==> src/verilog/tkd_regs.vh <==
/*
  register offsets, reset values, fixed standalone settings and timing
  figures of the touch key detection block.
  assumes inclusion by bare name from the block's verilog files.
*/
`ifndef TKD_REGS_VH
`define TKD_REGS_VH

// register offsets (byte index on the 6-bit register port)
`define TKD_A_STATUS    6'h00
`define TKD_A_KEYS_LO   6'h01
`define TKD_A_KEYS_HI   6'h02
`define TKD_A_RESET     6'h03
`define TKD_A_CAL       6'h04
`define TKD_A_ACQ       6'h05
`define TKD_A_DRIFT_IN  6'h06
`define TKD_A_DRIFT_OUT 6'h07
`define TKD_A_CONFIRM   6'h08
`define TKD_A_STUCK     6'h09
`define TKD_A_FREEZE    6'h0A
`define TKD_A_CHARGE    6'h0B
`define TKD_A_CTRL0     6'h10
`define TKD_A_THR0      6'h20

// field positions
`define TKD_B_ANY_DET   0
`define TKD_B_REFUSE    6
`define TKD_B_CAL       7
`define TKD_B_AS_OUT    0
`define TKD_B_GUARD     4

// reset values
`define TKD_R_ACQ       8'h01
`define TKD_R_DRIFT_IN  8'h14
`define TKD_R_DRIFT_OUT 8'h05
`define TKD_R_CONFIRM   8'h04
`define TKD_R_STUCK     8'hBC
`define TKD_R_FREEZE    8'h19
`define TKD_R_CHARGE    8'h00
`define TKD_R_THR       8'h0A
`define TKD_R_CTRL      8'h00

// fixed standalone settings
`define TKD_SA_THR      8'h0A
`define TKD_SA_DRIFT_IN 8'h14
`define TKD_SA_DRIFT_OUT 8'h05
`define TKD_SA_STUCK    8'hBC
`define TKD_SA_GUARD_KEY 1

// detection figures
`define TKD_CAL_BURSTS  4'hF
`define TKD_CONFIRM_MAX 8'h20
`define TKD_HYS_MIN     8'h02
`define TKD_NEG_MIN     8'h04

// timing figures and the clock rate
`define TKD_CLK_KHZ     25000
`define TKD_T_TICK_MS   160
`define TKD_T_WDOG_MS   125
`define TKD_T_REFUSE_MS 200
`define TKD_T_ALERT_MS  85
`define TKD_T_CHARGE_US 1

`endif

==> src/verilog/tkd_key.v <==
/*
  one touch key: delta against reference, confirm integrator with
  hysteresis, reference drift, stuck and away-from-touch recalibration.
  assumes sample strobes and ticks are one-cycle pulses on sys_clk_i.
*/
`timescale 1ns/1ps
`default_nettype none
`include "tkd_regs.vh"

module tkd_key #(
  parameter SW = 12
) (
  input  wire          sys_clk_i,
  input  wire          rst_i,
  input  wire          ce_i,
  input  wire          clr_i,
  input  wire          sample_i,
  input  wire          tick_i,
  input  wire [SW-1:0] sig_i,
  input  wire [7:0]    thr_i,
  input  wire [7:0]    confirm_i,
  input  wire [7:0]    stuck_i,
  input  wire          cal_i,
  input  wire          drift_in_i,
  input  wire          drift_out_i,
  input  wire          freeze_i,
  input  wire          block_i,
  output reg           detect_o,
  output wire          pending_o
);

  reg [SW-1:0] ref_reg;
  reg [7:0]    cnt_reg;
  reg [7:0]    stuck_reg;
  reg          recal_reg;

  wire signed [SW:0] delta = $signed({1'b0, sig_i}) - $signed({1'b0, ref_reg});
  wire [7:0] hys_raw = {3'h0, thr_i[7:3]};
  wire [7:0] neg_raw = {2'h0, thr_i[7:2]};
  wire [7:0] hys   = (hys_raw < `TKD_HYS_MIN) ? `TKD_HYS_MIN : hys_raw;
  wire [7:0] neg_m = (neg_raw < `TKD_NEG_MIN) ? `TKD_NEG_MIN : neg_raw;
  wire [7:0] rel_thr = (thr_i > hys) ? thr_i - hys : 8'h00;
  wire signed [SW:0] thr_s = $signed({{(SW-7){1'b0}}, thr_i});
  wire signed [SW:0] rel_s = $signed({{(SW-7){1'b0}}, rel_thr});
  wire signed [SW:0] neg_s = -$signed({{(SW-7){1'b0}}, neg_m});
  wire over     = delta > thr_s;
  wire stay     = delta > rel_s;
  wire neg_jump = delta < neg_s;
  wire [7:0] need = (confirm_i == 8'h00) ? 8'h01 : confirm_i;
  wire never    = confirm_i > `TKD_CONFIRM_MAX;
  wire [7:0] cnt_inc = cnt_reg + 8'h01;

  assign pending_o = cnt_reg != 8'h00;

  // stuck timer counts ticks in detect; request set wins over its clear
  always @(posedge sys_clk_i or posedge rst_i)
    if (rst_i)
    begin
      stuck_reg <= 8'h00;
      recal_reg <= 1'b0;
    end
    else if (ce_i)
    begin
      if (clr_i || !detect_o)
        stuck_reg <= 8'h00;
      else if (tick_i && stuck_reg != 8'hFF)
        stuck_reg <= stuck_reg + 8'h01;
      if (clr_i)
        recal_reg <= 1'b0;
      else if (detect_o && stuck_i != 8'h00 && stuck_reg >= stuck_i)
        recal_reg <= 1'b1;
      else if (sample_i)
        recal_reg <= 1'b0;
    end

  // per-acquisition update of reference and detect state
  always @(posedge sys_clk_i or posedge rst_i)
    if (rst_i)
    begin
      ref_reg  <= {SW{1'b0}};
      cnt_reg  <= 8'h00;
      detect_o <= 1'b0;
    end
    else if (ce_i)
    begin
      if (clr_i)
      begin
        ref_reg  <= {SW{1'b0}};
        cnt_reg  <= 8'h00;
        detect_o <= 1'b0;
      end
      else if (sample_i)
      begin
        if (cal_i || recal_reg || neg_jump)
        begin
          ref_reg  <= sig_i;
          cnt_reg  <= 8'h00;
          detect_o <= 1'b0;
        end
        else if (!detect_o)
        begin
          if (over && !block_i && !never)
          begin
            cnt_reg  <= (cnt_inc >= need) ? 8'h00 : cnt_inc;
            detect_o <= cnt_inc >= need;
          end
          else
            cnt_reg <= 8'h00;
          // drift only outside detect and outside the freeze window
          if (!freeze_i && drift_in_i && delta > 0)
            ref_reg <= ref_reg + {{(SW-1){1'b0}}, 1'b1};
          else if (!freeze_i && drift_out_i && delta < 0)
            ref_reg <= ref_reg - {{(SW-1){1'b0}}, 1'b1};
        end
        else if (!stay)
        begin
          cnt_reg  <= (cnt_inc >= need) ? 8'h00 : cnt_inc;
          detect_o <= cnt_inc < need;
        end
        else
          cnt_reg <= 8'h00;
      end
    end

endmodule
`default_nettype wire

==> src/verilog/tkd_top.v <==
/*
  touch key detection core: register port, soft reset watchdog, bus
  refusal window, calibration sequencer, drift timing, hold window,
  acquisition interval selection, charge pulse and status alert.
  assumes samples and acquisition starts arrive from logic on sys_clk_i;
  the standalone strap arrives from a pin.
*/
// Implementation choices: the plain strobed port and the register offsets.
`timescale 1ns/1ps
`default_nettype none
`include "tkd_regs.vh"

module tkd_top #(
  parameter NKEY       = 12,
  parameter SW         = 12,
  parameter TICK_CYC   = `TKD_T_TICK_MS * `TKD_CLK_KHZ,
  parameter WDOG_CYC   = `TKD_T_WDOG_MS * `TKD_CLK_KHZ,
  parameter REFUSE_CYC = `TKD_T_REFUSE_MS * `TKD_CLK_KHZ,
  parameter ALERT_CYC  = `TKD_T_ALERT_MS * `TKD_CLK_KHZ
) (
  input  wire             sys_clk_i,
  input  wire             rst_i,
  input  wire             ce_i,
  input  wire [5:0]       addr_i,
  input  wire [7:0]       wr_data_i,
  input  wire             wr_i,
  input  wire             rd_i,
  output reg  [7:0]       rd_data_o,
  output reg              bus_nack_o,
  input  wire             standalone_i,
  input  wire             acq_start_i,
  input  wire             sample_i,
  input  wire [NKEY*SW-1:0] sig_i,
  output reg  [NKEY-1:0]  key_touch_o,
  output reg  [7:0]       acq_interval_o,
  output reg              charge_o,
  output reg              chip_reset_o,
  output reg              alert_o,
  output reg              alert_oen_o
);

  localparam US_CYC = `TKD_CLK_KHZ / 1000;
  localparam CHG_US_CYC = `TKD_T_CHARGE_US * US_CYC;

  reg  [1:0]  sa_sync_reg;
  reg  [7:0]  acq_reg, din_reg, dout_reg, conf_reg, stuck_reg;
  reg  [7:0]  frz_reg, chg_reg;
  reg  [NKEY*8-1:0] thr_reg, ctrl_reg;
  reg  [31:0] tick_cnt_reg, wdog_reg, refuse_reg, alert_cnt_reg;
  reg         wdog_run_reg, booted_reg, srst_reg;
  reg  [3:0]  cal_cnt_reg;
  reg         cal_reg;
  reg  [7:0]  din_cnt_reg, dout_cnt_reg, hold_reg;
  reg         din_pend_reg, dout_pend_reg;
  reg  [15:0] chg_cnt_reg;
  reg  [NKEY-1:0] seen_reg;

  wire [NKEY-1:0] det, pend, guard, blk;
  wire sa       = sa_sync_reg[1];
  wire tick     = tick_cnt_reg == TICK_CYC - 1;
  wire refusing = refuse_reg != 32'h0;
  wire wr_ok    = wr_i && !refusing;
  wire rd_ok    = rd_i && !refusing;
  wire any_det  = |det;
  wire freeze   = any_det || hold_reg != 8'h00;
  wire guard_det = |(det & guard);
  wire [7:0] rate_in  = sa ? `TKD_SA_DRIFT_IN  : din_reg;
  wire [7:0] rate_out = sa ? `TKD_SA_DRIFT_OUT : dout_reg;
  wire [7:0] stuck_eff = sa ? `TKD_SA_STUCK : stuck_reg;
  wire [15:0] key_stat = {{(16-NKEY){1'b0}}, det};

  // level from a pin: two flops before use
  always @(posedge sys_clk_i or posedge rst_i)
    if (rst_i)
      sa_sync_reg <= 2'b00;
    else if (ce_i)
      sa_sync_reg <= {sa_sync_reg[0], standalone_i};

  // configuration writes; soft reset returns them to defaults
  always @(posedge sys_clk_i or posedge rst_i)
    if (rst_i)
    begin
      acq_reg   <= `TKD_R_ACQ;
      din_reg   <= `TKD_R_DRIFT_IN;
      dout_reg  <= `TKD_R_DRIFT_OUT;
      conf_reg  <= `TKD_R_CONFIRM;
      stuck_reg <= `TKD_R_STUCK;
      frz_reg   <= `TKD_R_FREEZE;
      chg_reg   <= `TKD_R_CHARGE;
      thr_reg   <= {NKEY{`TKD_R_THR}};
      ctrl_reg  <= {NKEY{`TKD_R_CTRL}};
    end
    else if (ce_i)
    begin
      if (srst_reg)
      begin
        acq_reg   <= `TKD_R_ACQ;
        din_reg   <= `TKD_R_DRIFT_IN;
        dout_reg  <= `TKD_R_DRIFT_OUT;
        conf_reg  <= `TKD_R_CONFIRM;
        stuck_reg <= `TKD_R_STUCK;
        frz_reg   <= `TKD_R_FREEZE;
        chg_reg   <= `TKD_R_CHARGE;
        thr_reg   <= {NKEY{`TKD_R_THR}};
        ctrl_reg  <= {NKEY{`TKD_R_CTRL}};
      end
      else if (wr_ok)
      begin
        case (addr_i)
          `TKD_A_ACQ:       acq_reg   <= wr_data_i;
          `TKD_A_DRIFT_IN:  din_reg   <= wr_data_i;
          `TKD_A_DRIFT_OUT: dout_reg  <= wr_data_i;
          `TKD_A_CONFIRM:   conf_reg  <= wr_data_i;
          `TKD_A_STUCK:     stuck_reg <= wr_data_i;
          `TKD_A_FREEZE:    frz_reg   <= wr_data_i;
          `TKD_A_CHARGE:    chg_reg   <= wr_data_i;
          default:
          begin
            if (addr_i >= `TKD_A_CTRL0 && addr_i < `TKD_A_CTRL0 + NKEY)
              ctrl_reg[(addr_i - `TKD_A_CTRL0)*8 +: 8] <= wr_data_i;
            if (addr_i >= `TKD_A_THR0 && addr_i < `TKD_A_THR0 + NKEY)
              thr_reg[(addr_i - `TKD_A_THR0)*8 +: 8] <= wr_data_i;
          end
        endcase
      end
    end

  // soft reset: watchdog, then a one-cycle internal full reset pulse;
  // not gated by the interval so power-down cannot block it
  always @(posedge sys_clk_i or posedge rst_i)
    if (rst_i)
    begin
      wdog_run_reg <= 1'b0;
      wdog_reg     <= 32'h0;
      srst_reg     <= 1'b0;
      chip_reset_o <= 1'b0;
    end
    else if (ce_i)
    begin
      srst_reg     <= 1'b0;
      chip_reset_o <= 1'b0;
      if (wr_ok && addr_i == `TKD_A_RESET && wr_data_i != 8'h00)
      begin
        wdog_run_reg <= 1'b1;
        wdog_reg     <= 32'h0;
      end
      else if (wdog_run_reg)
      begin
        wdog_reg <= wdog_reg + 32'h1;
        if (wdog_reg == WDOG_CYC - 1)
        begin
          wdog_run_reg <= 1'b0;
          srst_reg     <= 1'b1;
          chip_reset_o <= 1'b1;
        end
      end
    end

  // refusal window survives the internal reset on purpose; nack follows
  // the counter's next value so it never stands over an accepted access
  always @(posedge sys_clk_i or posedge rst_i)
    if (rst_i)
    begin
      refuse_reg <= 32'h0;
      bus_nack_o <= 1'b0;
    end
    else if (ce_i)
    begin
      if (wr_ok && addr_i == `TKD_A_RESET && wr_data_i != 8'h00)
        refuse_reg <= REFUSE_CYC;
      else if (refusing)
        refuse_reg <= refuse_reg - 32'h1;
      bus_nack_o <= (refuse_reg > 32'h1) ||
        (wr_ok && addr_i == `TKD_A_RESET && wr_data_i != 8'h00);
    end

  // read data in the cycle after the strobe only; refused reads give zero
  always @(posedge sys_clk_i or posedge rst_i)
    if (rst_i)
      rd_data_o <= 8'h00;
    else if (ce_i)
    begin
      rd_data_o <= 8'h00;
      if (rd_ok)
        case (addr_i)
          `TKD_A_STATUS:    rd_data_o <= {cal_reg, refusing, 5'h00, any_det};
          `TKD_A_KEYS_LO:   rd_data_o <= key_stat[7:0];
          `TKD_A_KEYS_HI:   rd_data_o <= key_stat[15:8];
          `TKD_A_ACQ:       rd_data_o <= acq_reg;
          `TKD_A_DRIFT_IN:  rd_data_o <= din_reg;
          `TKD_A_DRIFT_OUT: rd_data_o <= dout_reg;
          `TKD_A_CONFIRM:   rd_data_o <= conf_reg;
          `TKD_A_STUCK:     rd_data_o <= stuck_reg;
          `TKD_A_FREEZE:    rd_data_o <= frz_reg;
          `TKD_A_CHARGE:    rd_data_o <= chg_reg;
          default:
          begin
            if (addr_i >= `TKD_A_CTRL0 && addr_i < `TKD_A_CTRL0 + NKEY)
              rd_data_o <= ctrl_reg[(addr_i - `TKD_A_CTRL0)*8 +: 8];
            if (addr_i >= `TKD_A_THR0 && addr_i < `TKD_A_THR0 + NKEY)
              rd_data_o <= thr_reg[(addr_i - `TKD_A_THR0)*8 +: 8];
          end
        endcase
    end

  // common 160 ms tick for the drift, hold and stuck timers
  always @(posedge sys_clk_i or posedge rst_i)
    if (rst_i)
      tick_cnt_reg <= 32'h0;
    else if (ce_i)
      tick_cnt_reg <= (srst_reg || tick) ? 32'h0 : tick_cnt_reg + 32'h1;

  // calibration sequencer: counts acquisitions, flag held throughout
  always @(posedge sys_clk_i or posedge rst_i)
    if (rst_i)
    begin
      cal_reg     <= 1'b0;
      cal_cnt_reg <= 4'h0;
    end
    else if (ce_i)
    begin
      if (srst_reg)
      begin
        cal_reg     <= 1'b1;
        cal_cnt_reg <= 4'h0;
      end
      else if (wr_ok && addr_i == `TKD_A_CAL && wr_data_i != 8'h00)
      begin
        cal_reg     <= 1'b1;
        cal_cnt_reg <= 4'h0;
      end
      else if (cal_reg && sample_i)
      begin
        cal_cnt_reg <= cal_cnt_reg + 4'h1;
        if (cal_cnt_reg == `TKD_CAL_BURSTS - 4'h1)
          cal_reg <= 1'b0;
      end
    end

  // drift step timers and hold window; steps wait for the next sample
  always @(posedge sys_clk_i or posedge rst_i)
    if (rst_i)
    begin
      din_cnt_reg   <= 8'h00;
      dout_cnt_reg  <= 8'h00;
      din_pend_reg  <= 1'b0;
      dout_pend_reg <= 1'b0;
      hold_reg      <= 8'h00;
    end
    else if (ce_i)
    begin
      if (srst_reg || freeze)
      begin
        din_cnt_reg   <= 8'h00;
        dout_cnt_reg  <= 8'h00;
        din_pend_reg  <= 1'b0;
        dout_pend_reg <= 1'b0;
      end
      else
      begin
        if (tick)
        begin
          din_cnt_reg  <= (din_cnt_reg + 8'h01 >= rate_in) ? 8'h00
                          : din_cnt_reg + 8'h01;
          dout_cnt_reg <= (dout_cnt_reg + 8'h01 >= rate_out) ? 8'h00
                          : dout_cnt_reg + 8'h01;
        end
        if (tick && rate_in != 8'h00 && din_cnt_reg + 8'h01 >= rate_in)
          din_pend_reg <= 1'b1;
        else if (sample_i)
          din_pend_reg <= 1'b0;
        if (tick && rate_out != 8'h00 && dout_cnt_reg + 8'h01 >= rate_out)
          dout_pend_reg <= 1'b1;
        else if (sample_i)
          dout_pend_reg <= 1'b0;
      end
      // standalone keeps the default hold time
      if (srst_reg)
        hold_reg <= 8'h00;
      else if (any_det)
        hold_reg <= sa ? `TKD_R_FREEZE : frz_reg;
      else if (tick && hold_reg != 8'h00)
        hold_reg <= hold_reg - 8'h01;
    end

  // guard selection and blocking of non-guard keys
  genvar k;
  generate
    for (k = 0; k < NKEY; k = k + 1)
    begin : g_key
      assign guard[k] = sa ? (k == `TKD_SA_GUARD_KEY)
                           : ctrl_reg[k*8 + `TKD_B_GUARD];
      assign blk[k] = (!sa && ctrl_reg[k*8 + `TKD_B_AS_OUT]) ||
                      (guard_det && !guard[k]);
      tkd_key #(
        .SW (SW)
      ) u_key (
        .sys_clk_i   (sys_clk_i),
        .rst_i       (rst_i),
        .ce_i        (ce_i),
        .clr_i       (srst_reg),
        .sample_i    (sample_i),
        .tick_i      (tick),
        .sig_i       (sig_i[k*SW +: SW]),
        .thr_i       (sa ? `TKD_SA_THR : thr_reg[k*8 +: 8]),
        .confirm_i   (conf_reg),
        .stuck_i     (stuck_eff),
        .cal_i       (cal_reg),
        .drift_in_i  (din_pend_reg),
        .drift_out_i (dout_pend_reg),
        .freeze_i    (freeze),
        .block_i     (blk[k]),
        .detect_o    (det[k]),
        .pending_o   (pend[k])
      );
    end
  endgenerate

  // effective acquisition interval and key outputs
  always @(posedge sys_clk_i or posedge rst_i)
    if (rst_i)
    begin
      acq_interval_o <= `TKD_R_ACQ;
      key_touch_o    <= {NKEY{1'b0}};
    end
    else if (ce_i)
    begin
      acq_interval_o <= (cal_reg || freeze || |pend) ? 8'h01
                        : acq_reg;
      key_touch_o    <= det;
    end

  // charge pulse: one base microsecond plus one per setting step
  always @(posedge sys_clk_i or posedge rst_i)
    if (rst_i)
    begin
      chg_cnt_reg <= 16'h0;
      charge_o    <= 1'b0;
    end
    else if (ce_i)
    begin
      if (acq_start_i && !charge_o)
      begin
        chg_cnt_reg <= 16'h0;
        charge_o    <= 1'b1;
      end
      else if (charge_o)
      begin
        chg_cnt_reg <= chg_cnt_reg + 16'h1;
        if (chg_cnt_reg == (({8'h00, chg_reg} + 16'h1) *
            CHG_US_CYC[15:0]) - 16'h1)
          charge_o <= 1'b0;
      end
    end

  // alert: low after boot delay, low again on status change, released
  // by a status read; a change in the read cycle keeps it low
  always @(posedge sys_clk_i or posedge rst_i)
    if (rst_i)
    begin
      alert_cnt_reg <= 32'h0;
      booted_reg    <= 1'b0;
      alert_oen_o   <= 1'b1;
      alert_o       <= 1'b0;
      seen_reg      <= {NKEY{1'b0}};
    end
    else if (ce_i)
    begin
      alert_o <= 1'b0;
      if (srst_reg)
      begin
        alert_cnt_reg <= 32'h0;
        booted_reg    <= 1'b0;
        alert_oen_o   <= 1'b1;
        seen_reg      <= {NKEY{1'b0}};
      end
      else if (!booted_reg)
      begin
        alert_cnt_reg <= alert_cnt_reg + 32'h1;
        if (alert_cnt_reg == ALERT_CYC - 1)
        begin
          booted_reg  <= 1'b1;
          alert_oen_o <= 1'b0;
        end
      end
      else if (det != seen_reg)
      begin
        alert_oen_o <= 1'b0;
        seen_reg    <= det;
      end
      else if (rd_ok && addr_i <= `TKD_A_KEYS_HI)
        alert_oen_o <= 1'b1;
    end

endmodule
`default_nettype wire
==> config.mk <==
export PLATFORM = sky130hd
export DESIGN_NAME = tkd_top
export DESIGN_NICKNAME = d
export VERILOG_FILES = /design/src/verilog/tkd_key.v /design/src/verilog/tkd_top.v
export VERILOG_INCLUDE_DIRS = /design/src /design/src/verilog
export SDC_FILE = /design/constraint.sdc
export NUM_CORES = 2
export LEC_CHECK = 0
export ABC_CLOCK_PERIOD_IN_PS = 26700
export BUFFER_PORTS_ARGS = -buffer_cell sky130_fd_sc_hd__buf_2
export CELL_PAD_IN_SITES_DETAIL_PLACEMENT = 1
export CELL_PAD_IN_SITES_GLOBAL_PLACEMENT = 2
export CORE_MARGIN = 3
export CORE_UTILIZATION = 30
export CTS_BUF_LIST = sky130_fd_sc_hd__clkbuf_2
export DETAILED_ROUTE_END_ITERATION = 6
export GPL_TIMING_DRIVEN = 0
export HOLD_SLACK_MARGIN = 0.02
export PLACE_DENSITY_LB_ADDON = 0.05
export SLEW_MARGIN = 10
export SYNTH_ARGS = -nofsm -noshare
export SYNTH_HDL_FRONTEND = slang
export SYNTH_SLANG_ARGS = --single-unit
==> constraint.sdc <==
create_clock -name sys_clk_i -period 26.7 [get_ports sys_clk_i]
set_clock_uncertainty 0.15 [all_clocks]
set_input_delay 1.335 -clock sys_clk_i [delete_from_list [all_inputs] [get_ports sys_clk_i]]
set_output_delay 1.335 -clock sys_clk_i [all_outputs]
set_load 0.01 [all_outputs]
==> summary.txt <==
Floorplanning
  • Die ar.: 251000 µm²
  • Site Rows: 181
  • Die width: 501 µm
  • Number of I/O pins: 199
  • CORE AREA: 244000 µm²
  • Die H: 501 µm
  • Initial core utilization: 30.2%

Layout
  • Most frequent cells in the layout: ha_1 (993), nand2_1 (875), dfrtp_1 (791)
  • Max reg flops: 144
  • Nets@finish: 10625
  • Post-route core utilization: 34.6%
  • Multi-input logic area: 50100 µm²
  • Fillers: 29007
  • Synth-to-Final Area Change: 14.6%
  • Final instance count without filler cells: 12837
  • Commonest non-fill, non-tap cell in the layout: ha_1
  • Layout cells sized above 1: 10.5%
  • FF/Latch Area: 20800 µm²

Detailed routing
  • DRT iter0 DRCs: 4036
  • DR vias/cell: 5.49
  • Router iterations before antenna repair: 6
  • DRT antenna net count: 0
  • Via count: 70481
  • DRC: 0
  • Routed Wire Length: 333000 µm
  • Routed wire per std cell: 26.0 µm

CTS
  • Clock slew at reported path FFs: 90 ps
  • CTS HTree Levels: 5
  • Total clock buffers created by CTS: 292
  • Post-CTS Resized: 0
  • Clock sink count: 831
  • Clock Latency Late Sink: 1880 ps
  • CTS tree: built
  • Root buf cell: clkbuf_2
  • Max Root-Sink Buffers: 4

Min path
  • Hold Path Stages: 2
  • Hold Path Class: flip-flop to flip-flop

Critical path
  • CP max stage delay: 1000 ps
  • Crit-path cells: clkbuf_1 > clkbuf_2 > clkbuf_2 > clkbuf_2 > clkbuf_1 > or2_2 > fa_1 > a21o_1 > a21oi_1 > o21ai_0 > o31ai_1 > nand2_1 > nand2_1 > ha_1 > nor2b_1 > o21a_1 > o21a_1 > o211ai_1 > nand2_1 > o21ai_0 > nand3_1 > a311oi_2 > a21oi_1 > mux2i_1
  • Worst reg2reg path depth: 24
  • CP Buf/Inv Count: 5
  • CP max-delay cell: clkbuf_1
  • CP Launch Type: flip-flop
  • Critical Path RT: 28150 ps
  • Critical path type: flip-flop to flip-flop
  • Delay-heaviest family, CP: buffers and inverters
  • Crit path max fanout: 10
  • Setup crit end kind: flip-flop
  • CP arrival: 10980 ps
  • Critical path depth: 24

Place
  • Routability cong.: 0.929
  • Dpl cells: 12128
  • IO Port Bufs: 191
  • Final HPWL DP: 260000 µm

Global routing
  • Initial antenna violation count: 43
  • Largest net degree at the start of global routing: 107
  • Total global-route track usage: 26.2%
  • Vias in the first global route: 73994
  • First-pass GRT wire length: 495000 µm
  • Remaining Overflow, GRT: 0

Power
  • Peak supply drop: 39.0 µV
  • P_leak: 39.3 nW
  • Net Sw Power: 0.00359 W
  • Switch share: 49.7%
  • Combinational group share of total power: 61.9%
  • P_int: 0.00363 W
  • Power Density: 85.7 nW/µm²
  • Share of power burned in the clock network: 15.6%
  • Seq pwr share: 22.5%

Synth
  • Yosys Warn Count: 0
  • Post-synthesis cell area: 73600 µm²
  • Synthesized area per cell: 8.56 µm²
  • Sequential-to-total area share from yosys stat: 28.3%
  • Post-synth EDFFs: 0
  • Main synth FF type: dfrtp_1
  • Distinct cell type count after synthesis: 110
  • Synth Register Bits: 831
  • Post-synthesis cell count: 8600
  • Post-synth ARST share: 100%

STA
  • Hold Fails Final Rpt: 0
  • Worst-Margin Slew: 1290 ps
  • Tmin final: 9520 ps
  • Setup TNS: 0 ps
  • RSZ-0062 raised after global routing: no
  • Endpoints failing setup: 0
  • Tcrit/Tclk final: 35.7%
  • Relative slew slack: 13.8%
  • Achievable clock frequency: 105 MHz
  • Slew Limit Fails: 0

Job
  • Max cap viols: 0

Outcome
  • Status: finished clean
-- power by group through the flow --
stage          clock network [W]  registers, W  logic, W
3_3_place_gp                   0       0.00165   0.00426
6_report                 0.00113       0.00163   0.00447
4_1_cts                  0.00119       0.00163   0.00448
5_1_grt                  0.00126       0.00165   0.00506
2_1_floorplan                  0       0.00158   0.00311
3_5_place_dp                   0       0.00165   0.00442
-- Yosys cell counts (214+ instances only) --
cell type,number,share of area (%)
xnor2_1,301,3.6
o21ai_0,603,4.1
inv_1,522,2.7
dfrtp_1,791,27
xor2_1,262,3.1
nand2_1,875,4.5
a21oi_1,489,3.3
nand3_1,336,2.3
a21o_1,254,2.6
ha_1,993,17
nor3_1,214,1.5
nor2_1,651,3.3
-- routing by layer --
layer,share of wire (%),track usage (%),vias up
met1,47,35.6,35542
met4,3.6,9.39,12
li1,-,-,32933
met5,0.025,0,-
met3,4.6,3.79,474
met2,45,42.1,1520
-- per-stage QoR --
step	setup WS, ps	area [µm²]	hold WS (ps)	total power [W]
final	17180	84400	279	0.00723
after global routing	16860	84300	132	0.00797
after CTS	17200	84300	26.7	0.00730
after detailed placement	17480	79900	310	0.00607
after global placement	-12210	78900	306	0.00591
after floorplan	1940	73900	285	0.00469
-- kinds of logic (layout without fill, tap and decap cells) --
group                      after synthesis  after routing  share of synthesized area (%)
DFF                                    831            831                           28.3
and+or+nand+nor                       2950           2950                           19.4
adders and majority gates             1035           1035                           18.0
muxes                                  214            214                           3.82
xor gates and xnor gates               565            565                           6.76
AOI/OAI and AO/OA                     2217           2217                           19.5
other                                    1            102                        0.00510
buffers and inverters                  787           1721                           4.17
-- worst min-delay path: cells and delay by family, from the launching register on --
kind | cells | cell delay, ps
AOI/OAI and AO/OA | 1 | 80
DFF | 1 | 360
and+or+nand+nor | 1 | 80
-- cell type report --
class / instances / area share (%)
Antenna cell: 17 / 0.0504
Sequential cell: 831 / 24.7
Inverter: 523 / 2.34
Timing Repair Buffer: 446 / 4.53
Multi-Input combinational cell: 7066 / 59.4
Tap cell: 3202 / 4.75
Clock inverter: 61 / 0.311
Clock buffer: 427 / 2.53
Buffer: 264 / 1.37
-- final timing paths --
check                                                 from                                     to  slack, ps
worst max-delay path            sa_sync_reg[1]$_DFFE_PP0P_  g_key[9].u_key.cnt_reg[2]$_DFFE_PP0P_      17180
max in group asynchronous                            rst_i   g_key[1].u_key.recal_reg$_DFFE_PP0P_      23640
worst min-delay path            sa_sync_reg[0]$_DFFE_PP0P_             sa_sync_reg[1]$_DFFE_PP0P_        280
worst min register to register  sa_sync_reg[0]$_DFFE_PP0P_             sa_sync_reg[1]$_DFFE_PP0P_        280
worst max register to register  sa_sync_reg[1]$_DFFE_PP0P_  g_key[9].u_key.cnt_reg[2]$_DFFE_PP0P_      17180
min in group asynchronous                            rst_i  g_key[3].u_key.ref_reg[3]$_DFFE_PP0P_        520
-- repair_timing --
action / 4_1_cts / 5_1_grt
setup endpoints to repair: 0 / 0
hold buffers: 204 / 0
setup buffers: 0 / 0
hold endpoints to repair: 614 / 0
No activity file was read; power rests on OpenSTA's default activity.
